File: src/common/sdlc_line_cfg.svh
`ifndef SDLC_LINE_CFG_SVH
`define SDLC_LINE_CFG_SVH

// ============================================================
// Register byte offsets
`define OFS_CTRL     5'h00
`define OFS_BAUD     5'h04
`define OFS_ADDR     5'h08
`define OFS_MASK     5'h0C
`define OFS_TXDATA   5'h10
`define OFS_RXDATA   5'h14
`define OFS_STATUS   5'h18

// ============================================================
// Control field positions
`define CTL_SDLC     0
`define CTL_CRC32    1
`define CTL_HALF     2
`define CTL_REN      3
`define CTL_AREN     4
`define CTL_ALT_USE  5
`define CTL_TEN      6
`define CTL_BRG      7
`define CTL_HW_ACK   8
`define CTL_CSMA     9
`define CTL_PRE_LO   12
`define CTL_PRE_HI   15

// ============================================================
// Status field positions, then the last-byte bit of a TXDATA write
`define ST_HOLD_FULL 0
`define ST_TX_BUSY   1
`define ST_RX_VALID  2
`define ST_RX_DONE   3
`define ST_CRC_ERR   4
`define ST_ALIGN_ERR 5
`define ST_HALF      6
`define ST_CRC32     7
`define ST_RX_IN     8
`define ST_OVERRUN   9
`define TX_LAST_BIT  8

// ============================================================
// Reset values, line patterns and check constants
`define CTRL_RST     16'h0000
`define BAUD_RST     16'h0000
`define PRE_BYTE     8'h55
`define FLAG_BYTE    8'h7E
`define BCAST_ADDR   8'hFF
`define CRC_INIT     32'hFFFFFFFF
`define POLY16       16'h1021
`define POLY32       32'h04C11DB7
`define RESID16      16'h1D0F
`define RESID32      32'hC704DD7B
`define CRC16_BITS   5'h0F
`define CRC32_BITS   5'h1F

`endif

File: src/common/sdlc_line_pkg.sv
package sdlc_line_pkg;

   typedef enum logic [2:0] {
      TX_IDLE,
      TX_PRE,
      TX_OPEN,
      TX_DATA,
      TX_CRC,
      TX_CLOSE
   } tx_e;

   typedef struct packed {
      logic       clr;
      logic       en;
      logic [7:0] data;
   } crc_req_s;

   typedef struct packed {
      logic [15:0] ctrl;
      logic [15:0] baud;
      logic [7:0]  addr;
      logic [7:0]  mask;
      logic [7:0]  hold;
      logic        hold_last;
      logic        hold_full;
      logic [15:0] div;
      logic        tick;
      tx_e         tx_st;
      logic [7:0]  tx_sh;
      logic [31:0] crc_sh;
      logic [4:0]  tx_bits;
      logic [3:0]  pre_left;
      logic        tx_last;
      logic        txd;
      logic        rx_s1;
      logic        rx_s2;
      logic        rx_prev;
      logic [7:0]  rx_sh;
      logic [2:0]  rx_cnt;
      logic        rx_in;
      logic        rx_got;
      logic        rx_acc;
      logic [7:0]  pend0;
      logic [7:0]  pend1;
      logic [1:0]  pend_n;
      logic [7:0]  rx_data;
      logic        rx_valid;
      logic        rx_done;
      logic        crc_err;
      logic        align_err;
      logic        overrun;
      logic        eff_half;
      logic        eff_crc32;
      logic        waitreq;
      logic [31:0] rdata;
   } core_s;

endpackage : sdlc_line_pkg

File: src/hw/frame_check_gen.sv
`timescale 1ns/10ps
`include "sdlc_line_cfg.svh"

module frame_check_gen #(
   parameter int W = 32
) (
   input  wire logic                   ref_clk,
   input  wire logic                   rst_b,
   input  wire sdlc_line_pkg::crc_req_s req,
   input  wire logic                   wide,
   output logic [W-1:0]                crc,
   output logic                        match
);

   logic [W-1:0] crc_r;
   logic [W-1:0] crc_nxt;
   logic [W-1:0] poly;
   logic         fb;

   assign poly  = wide ? W'(`POLY32) : W'(`POLY16);
   assign crc   = crc_r;
   // In narrow mode only the low half counts; the wide engine doubles as
   // a second 16-bit generator when both paths run together
   assign match = wide ? (crc_r == W'(`RESID32))
                       : (crc_r[15:0] == `RESID16);

   // ============================================================
   // Byte-at-a-time update, bits in line order
   always_comb
   begin
      crc_nxt = crc_r;
      fb      = 1'b0;
      if (req.clr)
      begin
         crc_nxt = W'(`CRC_INIT);
      end
      else if (req.en)
      begin
         for (int i = 0; i < 8; i++)
         begin
            fb      = req.data[i] ^ (wide ? crc_nxt[W-1] : crc_nxt[15]);
            crc_nxt = {crc_nxt[W-2:0], 1'b0} ^ ({W{fb}} & poly);
         end
      end
   end

   always_ff @(posedge ref_clk)
   begin
      if (!rst_b)
         crc_r <= W'(`CRC_INIT);
      else
         crc_r <= crc_nxt;
   end

endmodule : frame_check_gen

File: src/hw/frame_serial_controller.sv
// The Avalon-MM slave port and the address map were chosen for this implementation.
`timescale 1ns/10ps
`include "sdlc_line_cfg.svh"

module frame_serial_controller (
   input  wire logic        ref_clk,
   input  wire logic        rst_b,
   input  wire logic [2:0]  avs_address,
   input  wire logic        avs_read,
   input  wire logic        avs_write,
   input  wire logic [31:0] avs_writedata,
   input  wire logic [3:0]  avs_byteenable,
   output logic [31:0]      avs_readdata,
   output logic             avs_waitrequest,
   input  wire logic        rxd,
   output logic             txd
);

   localparam sdlc_line_pkg::core_s CORE_RST = '{
      ctrl:     `CTRL_RST,
      baud:     `BAUD_RST,
      tx_st:    sdlc_line_pkg::TX_IDLE,
      txd:      1'b1,
      rx_s1:    1'b1,
      rx_s2:    1'b1,
      rx_prev:  1'b1,
      waitreq:  1'b1,
      default:  '0
   };

   sdlc_line_pkg::core_s    r;
   sdlc_line_pkg::core_s    n;
   sdlc_line_pkg::crc_req_s wide_req;
   sdlc_line_pkg::crc_req_s narrow_req;
   logic [31:0] crc_w;
   logic [15:0] crc_n;
   logic        match_w;
   logic        match_n;
   logic [4:0]  byte_addr;
   logic        acc;
   logic        done;
   logic [31:0] wmask;
   logic        nrzi;
   logic        tx_bit;
   logic        byte_end;
   logic        rx_on;
   logic        rx_bit;
   logic [7:0]  sh_next;
   logic        quiet;
   logic        want_half;
   logic        tx_clr;
   logic        tx_en;
   logic [7:0]  tx_byte;
   logic        rx_clr;
   logic        rx_en;
   logic        mode_chg;
   logic        ok_addr;
   logic        rx_match;

   // ============================================================
   // Check generators
   frame_check_gen #(.W(32)) u_wide_gen (
      .ref_clk (ref_clk),
      .rst_b   (rst_b),
      .req     (wide_req),
      .wide    (r.eff_crc32),
      .crc     (crc_w),
      .match   (match_w)
   );

   frame_check_gen #(.W(16)) u_narrow_gen (
      .ref_clk (ref_clk),
      .rst_b   (rst_b),
      .req     (narrow_req),
      .wide    (1'b0),
      .crc     (crc_n),
      .match   (match_n)
   );

   // Transmit always owns the wide engine; receive borrows it only in
   // 32-bit mode, where the transmitter is idle by construction
   always_comb
   begin
      wide_req.clr    = tx_clr | mode_chg | (r.eff_crc32 & rx_clr);
      wide_req.en     = tx_en | (r.eff_crc32 & rx_en);
      wide_req.data   = tx_en ? tx_byte : sh_next;
      narrow_req.clr  = mode_chg | (~r.eff_crc32 & rx_clr);
      narrow_req.en   = ~r.eff_crc32 & rx_en;
      narrow_req.data = sh_next;
   end

   assign rx_match = r.eff_crc32 ? match_w : match_n;

   function automatic logic [31:0] be_mask(input logic [3:0] be);
      be_mask = {{8{be[3]}}, {8{be[2]}}, {8{be[1]}}, {8{be[0]}}};
   endfunction : be_mask

   // ============================================================
   // Next-state logic
   always_comb
   begin
      n         = r;
      tx_clr    = 1'b0;
      tx_en     = 1'b0;
      tx_byte   = r.hold;
      rx_clr    = 1'b0;
      rx_en     = 1'b0;
      mode_chg  = 1'b0;
      ok_addr   = 1'b0;
      byte_addr = {avs_address, 2'b00};
      acc       = (avs_read | avs_write) & r.waitreq;
      done      = (avs_read | avs_write) & ~r.waitreq;
      wmask     = be_mask(avs_byteenable);
      nrzi      = r.ctrl[`CTL_SDLC] & r.ctrl[`CTL_BRG];
      rx_on     = r.ctrl[`CTL_REN]
                  & (~r.ctrl[`CTL_ALT_USE] | r.ctrl[`CTL_AREN])
                  & ~(r.eff_crc32 & (r.tx_st != sdlc_line_pkg::TX_IDLE));
      rx_bit    = nrzi ? (r.rx_s2 == r.rx_prev) : r.rx_s2;
      sh_next   = {rx_bit, r.rx_sh[7:1]};
      tx_bit    = 1'b1;
      byte_end  = (r.tx_bits[2:0] == 3'h7);
      quiet     = (r.tx_st == sdlc_line_pkg::TX_IDLE) & ~r.rx_in;
      want_half = r.ctrl[`CTL_CRC32] | r.ctrl[`CTL_HALF];

      // ============================================================
      // Bus slave: one wait cycle, then the access completes
      n.waitreq = ~acc;
      if (acc & avs_read)
      begin
         unique case (byte_addr)
            `OFS_CTRL:   n.rdata = {16'h0000, r.ctrl};
            `OFS_BAUD:   n.rdata = {16'h0000, r.baud};
            `OFS_ADDR:   n.rdata = {24'h000000, r.addr};
            `OFS_MASK:   n.rdata = {24'h000000, r.mask};
            `OFS_RXDATA: n.rdata = {24'h000000, r.rx_data};
            `OFS_STATUS: n.rdata = {22'h0, r.overrun, r.rx_in,
                                    r.eff_crc32, r.eff_half, r.align_err,
                                    r.crc_err, r.rx_done, r.rx_valid,
                                    r.tx_st != sdlc_line_pkg::TX_IDLE,
                                    r.hold_full};
            default:     n.rdata = 32'h00000000;
         endcase
      end
      if (done & avs_read & (byte_addr == `OFS_RXDATA))
         n.rx_valid = 1'b0;
      if (done & avs_write)
      begin
         unique case (byte_addr)
            `OFS_CTRL:
               n.ctrl = 16'((r.ctrl & ~wmask) | (avs_writedata & wmask));
            `OFS_BAUD:
               n.baud = 16'((r.baud & ~wmask) | (avs_writedata & wmask));
            `OFS_ADDR:
               if (avs_byteenable[0]) n.addr = avs_writedata[7:0];
            `OFS_MASK:
               if (avs_byteenable[0]) n.mask = avs_writedata[7:0];
            `OFS_TXDATA:
               if (avs_byteenable[0] & ~r.hold_full)
               begin
                  n.hold      = avs_writedata[7:0];
                  n.hold_last = avs_writedata[`TX_LAST_BIT];
                  n.hold_full = 1'b1;
               end
            `OFS_STATUS:
            begin
               if (avs_writedata[`ST_RX_DONE])   n.rx_done   = 1'b0;
               if (avs_writedata[`ST_CRC_ERR])   n.crc_err   = 1'b0;
               if (avs_writedata[`ST_ALIGN_ERR]) n.align_err = 1'b0;
               if (avs_writedata[`ST_OVERRUN])   n.overrun   = 1'b0;
            end
            default:
               n.rdata = r.rdata;
         endcase
      end

      // ============================================================
      // Mode selection, latched only between frames
      if (quiet & ((want_half != r.eff_half)
                   | (r.ctrl[`CTL_CRC32] != r.eff_crc32)))
      begin
         n.eff_half  = want_half;
         n.eff_crc32 = r.ctrl[`CTL_CRC32];
         mode_chg    = 1'b1;
      end

      // ============================================================
      // Bit-rate divider
      n.tick = 1'b0;
      if (r.div == 16'h0000)
      begin
         n.tick = 1'b1;
         n.div  = r.ctrl[`CTL_BRG] ? r.baud : 16'h0000;
      end
      else
         n.div = r.div - 16'h0001;

      // ============================================================
      // Transmitter; nothing is ever relayed from rxd to txd
      unique case (r.tx_st)
         sdlc_line_pkg::TX_CRC:  tx_bit = r.crc_sh[31];
         sdlc_line_pkg::TX_IDLE: tx_bit = 1'b1;
         default:                tx_bit = r.tx_sh[0];
      endcase
      if (r.tick)
      begin
         n.txd     = nrzi ? (tx_bit ? r.txd : ~r.txd) : tx_bit;
         n.tx_sh   = {1'b0, r.tx_sh[7:1]};
         n.crc_sh  = {r.crc_sh[30:0], 1'b0};
         n.tx_bits = r.tx_bits + 5'h01;
         unique case (r.tx_st)
            sdlc_line_pkg::TX_IDLE:
            begin
               n.tx_bits = 5'h00;
               // Half duplex waits while the receiver is in frame state (rx_in), which only switching the receiver off clears
               if (r.hold_full & r.ctrl[`CTL_TEN] & ~mode_chg
                   & ~(r.eff_half & r.rx_in))
               begin
                  tx_clr     = 1'b1;
                  n.pre_left = r.ctrl[`CTL_PRE_HI:`CTL_PRE_LO];
                  n.tx_sh    = `FLAG_BYTE;
                  n.tx_st    = sdlc_line_pkg::TX_OPEN;
                  if (r.ctrl[`CTL_PRE_HI:`CTL_PRE_LO] != 4'h0)
                  begin
                     n.pre_left = r.ctrl[`CTL_PRE_HI:`CTL_PRE_LO] - 4'h1;
                     n.tx_sh    = `PRE_BYTE;
                     n.tx_st    = sdlc_line_pkg::TX_PRE;
                  end
               end
            end
            sdlc_line_pkg::TX_PRE:
               if (byte_end)
               begin
                  n.tx_sh = `PRE_BYTE;
                  if (r.pre_left == 4'h0)
                  begin
                     n.tx_sh = `FLAG_BYTE;
                     n.tx_st = sdlc_line_pkg::TX_OPEN;
                  end
                  else
                     n.pre_left = r.pre_left - 4'h1;
               end
            sdlc_line_pkg::TX_OPEN, sdlc_line_pkg::TX_DATA:
               if (byte_end)
               begin
                  // Whole bytes only; running dry ends the frame
                  if ((r.tx_st == sdlc_line_pkg::TX_OPEN)
                      | (~r.tx_last & r.hold_full))
                  begin
                     tx_en       = 1'b1;
                     n.tx_sh     = r.hold;
                     n.tx_last   = r.hold_last;
                     n.hold_full = 1'b0;
                     n.tx_st     = sdlc_line_pkg::TX_DATA;
                  end
                  else
                  begin
                     n.crc_sh  = r.eff_crc32 ? ~crc_w
                                             : {~crc_w[15:0], 16'h0000};
                     n.tx_bits = 5'h00;
                     n.tx_st   = sdlc_line_pkg::TX_CRC;
                  end
               end
            sdlc_line_pkg::TX_CRC:
               if (r.tx_bits == (r.eff_crc32 ? `CRC32_BITS : `CRC16_BITS))
               begin
                  n.tx_sh   = `FLAG_BYTE;
                  n.tx_bits = 5'h00;
                  n.tx_st   = sdlc_line_pkg::TX_CLOSE;
               end
            sdlc_line_pkg::TX_CLOSE:
               if (byte_end)
                  n.tx_st = sdlc_line_pkg::TX_IDLE;
         endcase
      end

      // ============================================================
      // Receiver
      n.rx_s1 = rxd;
      n.rx_s2 = r.rx_s1;
      if (r.tick & rx_on)
      begin
         n.rx_prev = r.rx_s2;
         n.rx_sh   = sh_next;
         if (sh_next == `FLAG_BYTE)
         begin
            if (r.rx_in & r.rx_got)
            begin
               n.rx_done = 1'b1;
               if (r.rx_cnt != 3'h7)
                  n.align_err = 1'b1;
               if (r.rx_acc & ~rx_match)
                  n.crc_err = 1'b1;
            end
            // Idle fill flags simply restart; the next byte is an address
            rx_clr   = 1'b1;
            n.rx_in  = 1'b1;
            n.rx_cnt = 3'h0;
            n.rx_got = 1'b0;
            n.rx_acc = 1'b0;
            n.pend_n = 2'h0;
         end
         else if (r.rx_in)
         begin
            n.rx_cnt = r.rx_cnt + 3'h1;
            if (r.rx_cnt == 3'h7)
            begin
               ok_addr = (sh_next == `BCAST_ADDR)
                         | (((sh_next ^ r.addr) & ~r.mask) == 8'h00);
               n.rx_got = 1'b1;
               if (r.rx_got ? r.rx_acc : ok_addr)
               begin
                  n.rx_acc = 1'b1;
                  rx_en    = 1'b1;
                  // Two-byte delay keeps the 16-bit check bytes from software; with the 32-bit check the first two of four still reach it
                  n.pend0  = sh_next;
                  n.pend1  = r.pend0;
                  if (r.pend_n == 2'h2)
                  begin
                     n.rx_data  = r.pend1;
                     n.rx_valid = 1'b1;
                     if (r.rx_valid)
                        n.overrun = 1'b1;
                  end
                  else
                     n.pend_n = r.pend_n + 2'h1;
               end
            end
         end
      end
      if (~rx_on)
         n.rx_in = 1'b0;
      // Acknowledge and CSMA bits are kept only for readback and never
      // refuse a combination, nor track sequence counts
      n.ctrl[`CTL_HW_ACK] = n.ctrl[`CTL_HW_ACK];
   end

   // ============================================================
   // State register
   always_ff @(posedge ref_clk)
   begin
      if (!rst_b)
         r <= CORE_RST;
      else
         r <= n;
   end

   assign avs_readdata    = r.rdata;
   assign avs_waitrequest = r.waitreq;
   assign txd             = r.txd;

endmodule : frame_serial_controller

File: config.mk
export PLATFORM = sky130hd
export DESIGN_NAME = frame_serial_controller
export DESIGN_NICKNAME = d
export VERILOG_FILES = /design/src/common/sdlc_line_pkg.sv /design/src/hw/frame_check_gen.sv /design/src/hw/frame_serial_controller.sv
export VERILOG_INCLUDE_DIRS = /design/src /design/src/common
export SDC_FILE = /design/constraint.sdc
export NUM_CORES = 1
export LEC_CHECK = 0
export ABC_AREA = 1
export BUFFER_PORTS_ARGS = -buffer_cell sky130_fd_sc_hd__buf_2
export CORE_MARGIN = 3
export CORE_UTILIZATION = 52
export DETAILED_ROUTE_END_ITERATION = 12
export PLACE_DENSITY_LB_ADDON = 0.2
export SYNTH_ARGS = -nofsm -noshare
export SYNTH_HDL_FRONTEND = slang
export SYNTH_HIERARCHICAL = 1
export SYNTH_SLANG_ARGS = --single-unit
File: constraint.sdc
create_clock -name ref_clk -period 3.8 [get_ports ref_clk]
set_input_delay 0.38 -clock ref_clk [delete_from_list [all_inputs] [get_ports ref_clk]]
set_output_delay 0.38 -clock ref_clk [all_outputs]
set_load 0.01 [all_outputs]
==> results.md <==
• average wire length per cell after detail routing: 16.2 um
• top cells by area in the synthesized netlist: sky130_fd_sc_hd__dfxtp_1 33%, sky130_fd_sc_hd__nand2_1 14%, sky130_fd_sc_hd__a21oi_1 8.5%
• Die H: 173 um
• number of vias after detailed routing: 14200
• normalized max-slew margin: 0.412
• measured slew at the worst slew-check pin: 0.882 ns
• routed via count divided by cell count: 5.61
• total design power: 6560 uW
• number of clock buffers inserted by TritonCTS: 27
• mean post-synth cell area: 6.81 um2
• worst-case setup margin in the final layout: 0.330 ns
• Port Buf Inserts: 43
• H-tree levels: 1
• placeable core region: 0.0272 mm2
• number of DRC markers in iteration 0: 1365
• Critical Path End Type: register
• post-synth top area cell: sky130_fd_sc_hd__dfxtp_1
• half-perimeter wire length after detailed placement: 29300 um
• Async SR Flop Fraction: 0
• post-route insts no fill: 2529
• Final Skew: 0.0200 ns
• worst hold margin: 0.0489 ns
• top-level I/O count: 78
• Clock Latency Late Sink: 0.56 ns
• antenna violations before repair: 1
• Cell variety after synth: 60
• area growth from synthesis to final layout: 8.42%
• critical path fanouts, max: 19
• YS warnings: 6
• final WL: 41100 um
• synthesized instance count: 2134
• Critical Path AT: 3.91 ns
• Post-Place Cells: 2476
• RSZ-0062 raised after global routing: no
• maximum number of pins on one net before global-route repair: 77
• global route overflow: 0
• Reg area: 0.00487 mm2
• count of flip-flops with a built-in enable after synthesis: 0
• min Tclk post-route: 3.47 ns
• max_cap viols: 0
• power density cells: 416 mW/mm2
• GPL Wtd Cong: 0.949
• Residual DRC: 0
• post-synthesis instance area: 0.0145 mm2
• Nets: 2190
• CP Launch Type: register
• static leakage: 0.00667 uW
• number of inserted filler cells in the final layout: 2661
• length of the first detailed-routing pass in iterations: 5
• class of the tightest hold or removal check: in -> reg
• clock transition at the registers of the reported paths: 0.06 ns
• sequential area share after synthesis: 0.335
• critical path required time: 4.24 ns
• worst setup slack after placement: 0.346 ns
• horizontal die dimension: 173 um
• area of the multi-input gates: 0.00824 mm2
• clock sinks: 243
• Initial Util: 0.535
• standard-cell row count: 60
• outcome: completed
• Most used DFF post-synth: sky130_fd_sc_hd__dfxtp_1
• Final Cycle Share: 0.913
• maximum clock frequency: 0.288 GHz
• proportion of netlist area held by the largest area contributor: 0.335
• proportion of layout cells with a drive suffix above 1: 0.120
• final hold viol count: 0
• clk root buf: sky130_fd_sc_hd__clkbuf_16
• via count of the first global-routing pass: 13000
• CTS tree: yes
• final number of setup-violating endpoints: 0
• first-pass GRT wire length: 66500 um
• worst-case clock buffer depth: 3
• post-synthesis sequential element count: 243
• Post-Route Setup TNS: 0 ns
• kind of critical path: reg -> reg
• Max IR drop VDD: 0.000412 V
• number of max-slew violations in the final report: 0
• post-route antenna net violation count: 0
• Tot GR Track Use: 0.264
• die footprint: 0.0300 mm2
kinds of logic (layout without fill, tap and decap cells):
group,count (synthesis),in the layout,share of synthesized area
simple gates,980,980,0.322
compound gates,496,496,0.184
buf+inv,327,332,0.102
flops,243,243,0.335
xor+xnor,63,63,0.0380
mux,14,14,0.00965
fa+ha+maj,10,10,0.00861
other cells,1,19,0.000258
cells in the final DEF (no fill, tap or decap), drive strengths merged, types with 4 or more instances in the layout:
master / instances
nand3: 185
nor3: 18
clkinv: 9
or2: 11
clkbuf: 35
dfxtp: 243
o22ai: 17
bufinv: 4
a21oi: 250
ha: 10
o21a: 4
o2111ai: 4
conb: 18
xnor2: 13
o21ai: 185
nor2: 124
nor4: 12
mux2i: 14
o31ai: 10
buf: 65
o211ai: 11
nand2: 603
inv: 217
nand4: 22
xor2: 50
report_power, final:
part	switching (uW)	total [uW]	internal, uW
logic	672	1000	329
registers	80.8	2750	2670
clock network	1120	2810	1680
Yosys cell counts (4+ instances only):
cell / number
sky130_fd_sc_hd__a21oi_1: 246
sky130_fd_sc_hd__buf_1: 5
sky130_fd_sc_hd__buf_2: 11
sky130_fd_sc_hd__buf_4: 40
sky130_fd_sc_hd__buf_6: 8
sky130_fd_sc_hd__clkbuf_1: 44
sky130_fd_sc_hd__dfxtp_1: 243
sky130_fd_sc_hd__ha_1: 10
sky130_fd_sc_hd__inv_1: 190
sky130_fd_sc_hd__inv_2: 22
sky130_fd_sc_hd__inv_4: 4
sky130_fd_sc_hd__mux2i_1: 14
sky130_fd_sc_hd__nand2_1: 547
sky130_fd_sc_hd__nand2_2: 34
sky130_fd_sc_hd__nand2_4: 22
sky130_fd_sc_hd__nand3_1: 161
sky130_fd_sc_hd__nand3_2: 13
sky130_fd_sc_hd__nand3_4: 11
sky130_fd_sc_hd__nand4_1: 21
sky130_fd_sc_hd__nor2_1: 108
sky130_fd_sc_hd__nor2_2: 6
sky130_fd_sc_hd__nor2_4: 7
sky130_fd_sc_hd__nor3_1: 15
sky130_fd_sc_hd__nor4_1: 10
sky130_fd_sc_hd__o2111ai_1: 4
sky130_fd_sc_hd__o211ai_1: 11
sky130_fd_sc_hd__o21a_1: 4
sky130_fd_sc_hd__o21ai_0: 153
sky130_fd_sc_hd__o21ai_1: 28
sky130_fd_sc_hd__o21ai_2: 4
sky130_fd_sc_hd__o22ai_1: 16
sky130_fd_sc_hd__o31ai_1: 10
sky130_fd_sc_hd__or2_1: 4
sky130_fd_sc_hd__or2_2: 7
sky130_fd_sc_hd__xnor2_1: 13
sky130_fd_sc_hd__xor2_1: 50
what timing repair did:
item | in CTS | in global routing
buffers inserted | 0 | 2
hold endpoints to repair | 1 | 0
endpoints found under the setup margin | 0 | 2
hold buffers | 1 | 0
resized for setup | 0 | 1
routing by layer:
| layer | wire [um] | share of wire | vias up | global-route usage |
|---|---|---|---|---|
| li1 | - | - | 7023 | - |
| met1 | 18400 | 0.45 | 6553 | 0.365 |
| met2 | 18300 | 0.45 | 521 | 0.423 |
| met3 | 3050 | 0.074 | 93 | 0.0419 |
| met4 | 1320 | 0.032 | 0 | 0.0882 |
| met5 | 0 | 0 | - | 0 |
metrics by stage:
stage / utilization / area (um2)
6_report: 0.580 / 15800
5_1_grt: 0.580 / 15800
4_1_cts: 0.579 / 15700
3_5_place_dp: 0.543 / 14800
3_3_place_gp: 0.543 / 14800
2_1_floorplan: - / 14600
cell type report:
cell class | count | area share
Multi-Input combinational cell | 1581 | 0.523
Sequential cell | 243 | 0.309
Inverter | 217 | 0.0526
Clock buffer | 35 | 0.0480
Tap cell | 372 | 0.0296
Timing Repair Buffer | 66 | 0.0248
Clock inverter | 14 | 0.0127
Antenna cell | 1 | 0.000159
critical path, cell delays in order, from the launching register on:
cell and delay [ns]:
sky130_fd_sc_hd__dfxtp_1 0.34, sky130_fd_sc_hd__inv_2 0.13, sky130_fd_sc_hd__nand2_2 0.13, sky130_fd_sc_hd__o22ai_2 0.18, sky130_fd_sc_hd__nand2_2 0.12, sky130_fd_sc_hd__nor2_4 0.13, sky130_fd_sc_hd__inv_4 0.08, sky130_fd_sc_hd__nor2_8 0.22
sky130_fd_sc_hd__o21ai_0 0.12, sky130_fd_sc_hd__buf_4 0.16, sky130_fd_sc_hd__inv_1 0.09, sky130_fd_sc_hd__nand3_2 0.15, sky130_fd_sc_hd__nand2_2 0.16, sky130_fd_sc_hd__nand2_1 0.08, sky130_fd_sc_hd__nand3_1 0.11, sky130_fd_sc_hd__nand3_1 0.11
sky130_fd_sc_hd__nand3_2 0.25, sky130_fd_sc_hd__clkinvlp_4 0.25, sky130_fd_sc_hd__nand2_1 0.14, sky130_fd_sc_hd__nand3_1 0.08, sky130_fd_sc_hd__nand2_1 0.12, sky130_fd_sc_hd__a21oi_2 0.06, sky130_fd_sc_hd__o21ai_1 0.09, sky130_fd_sc_hd__nand2_1 0.06
final timing paths:
kind                            slack (ns)  depth (start not counted)                end     start
worst max-delay path                  0.33                         23  u_wide_gen/crc[4]    r[136]
worst min-delay path                  0.05                          2    avs_waitrequest  avs_read
worst max register to register        0.33                         23  u_wide_gen/crc[4]    r[136]
worst min register to register        0.41                          1              r[81]     n[81]
No activity file was read; power rests on OpenSTA's default activity.
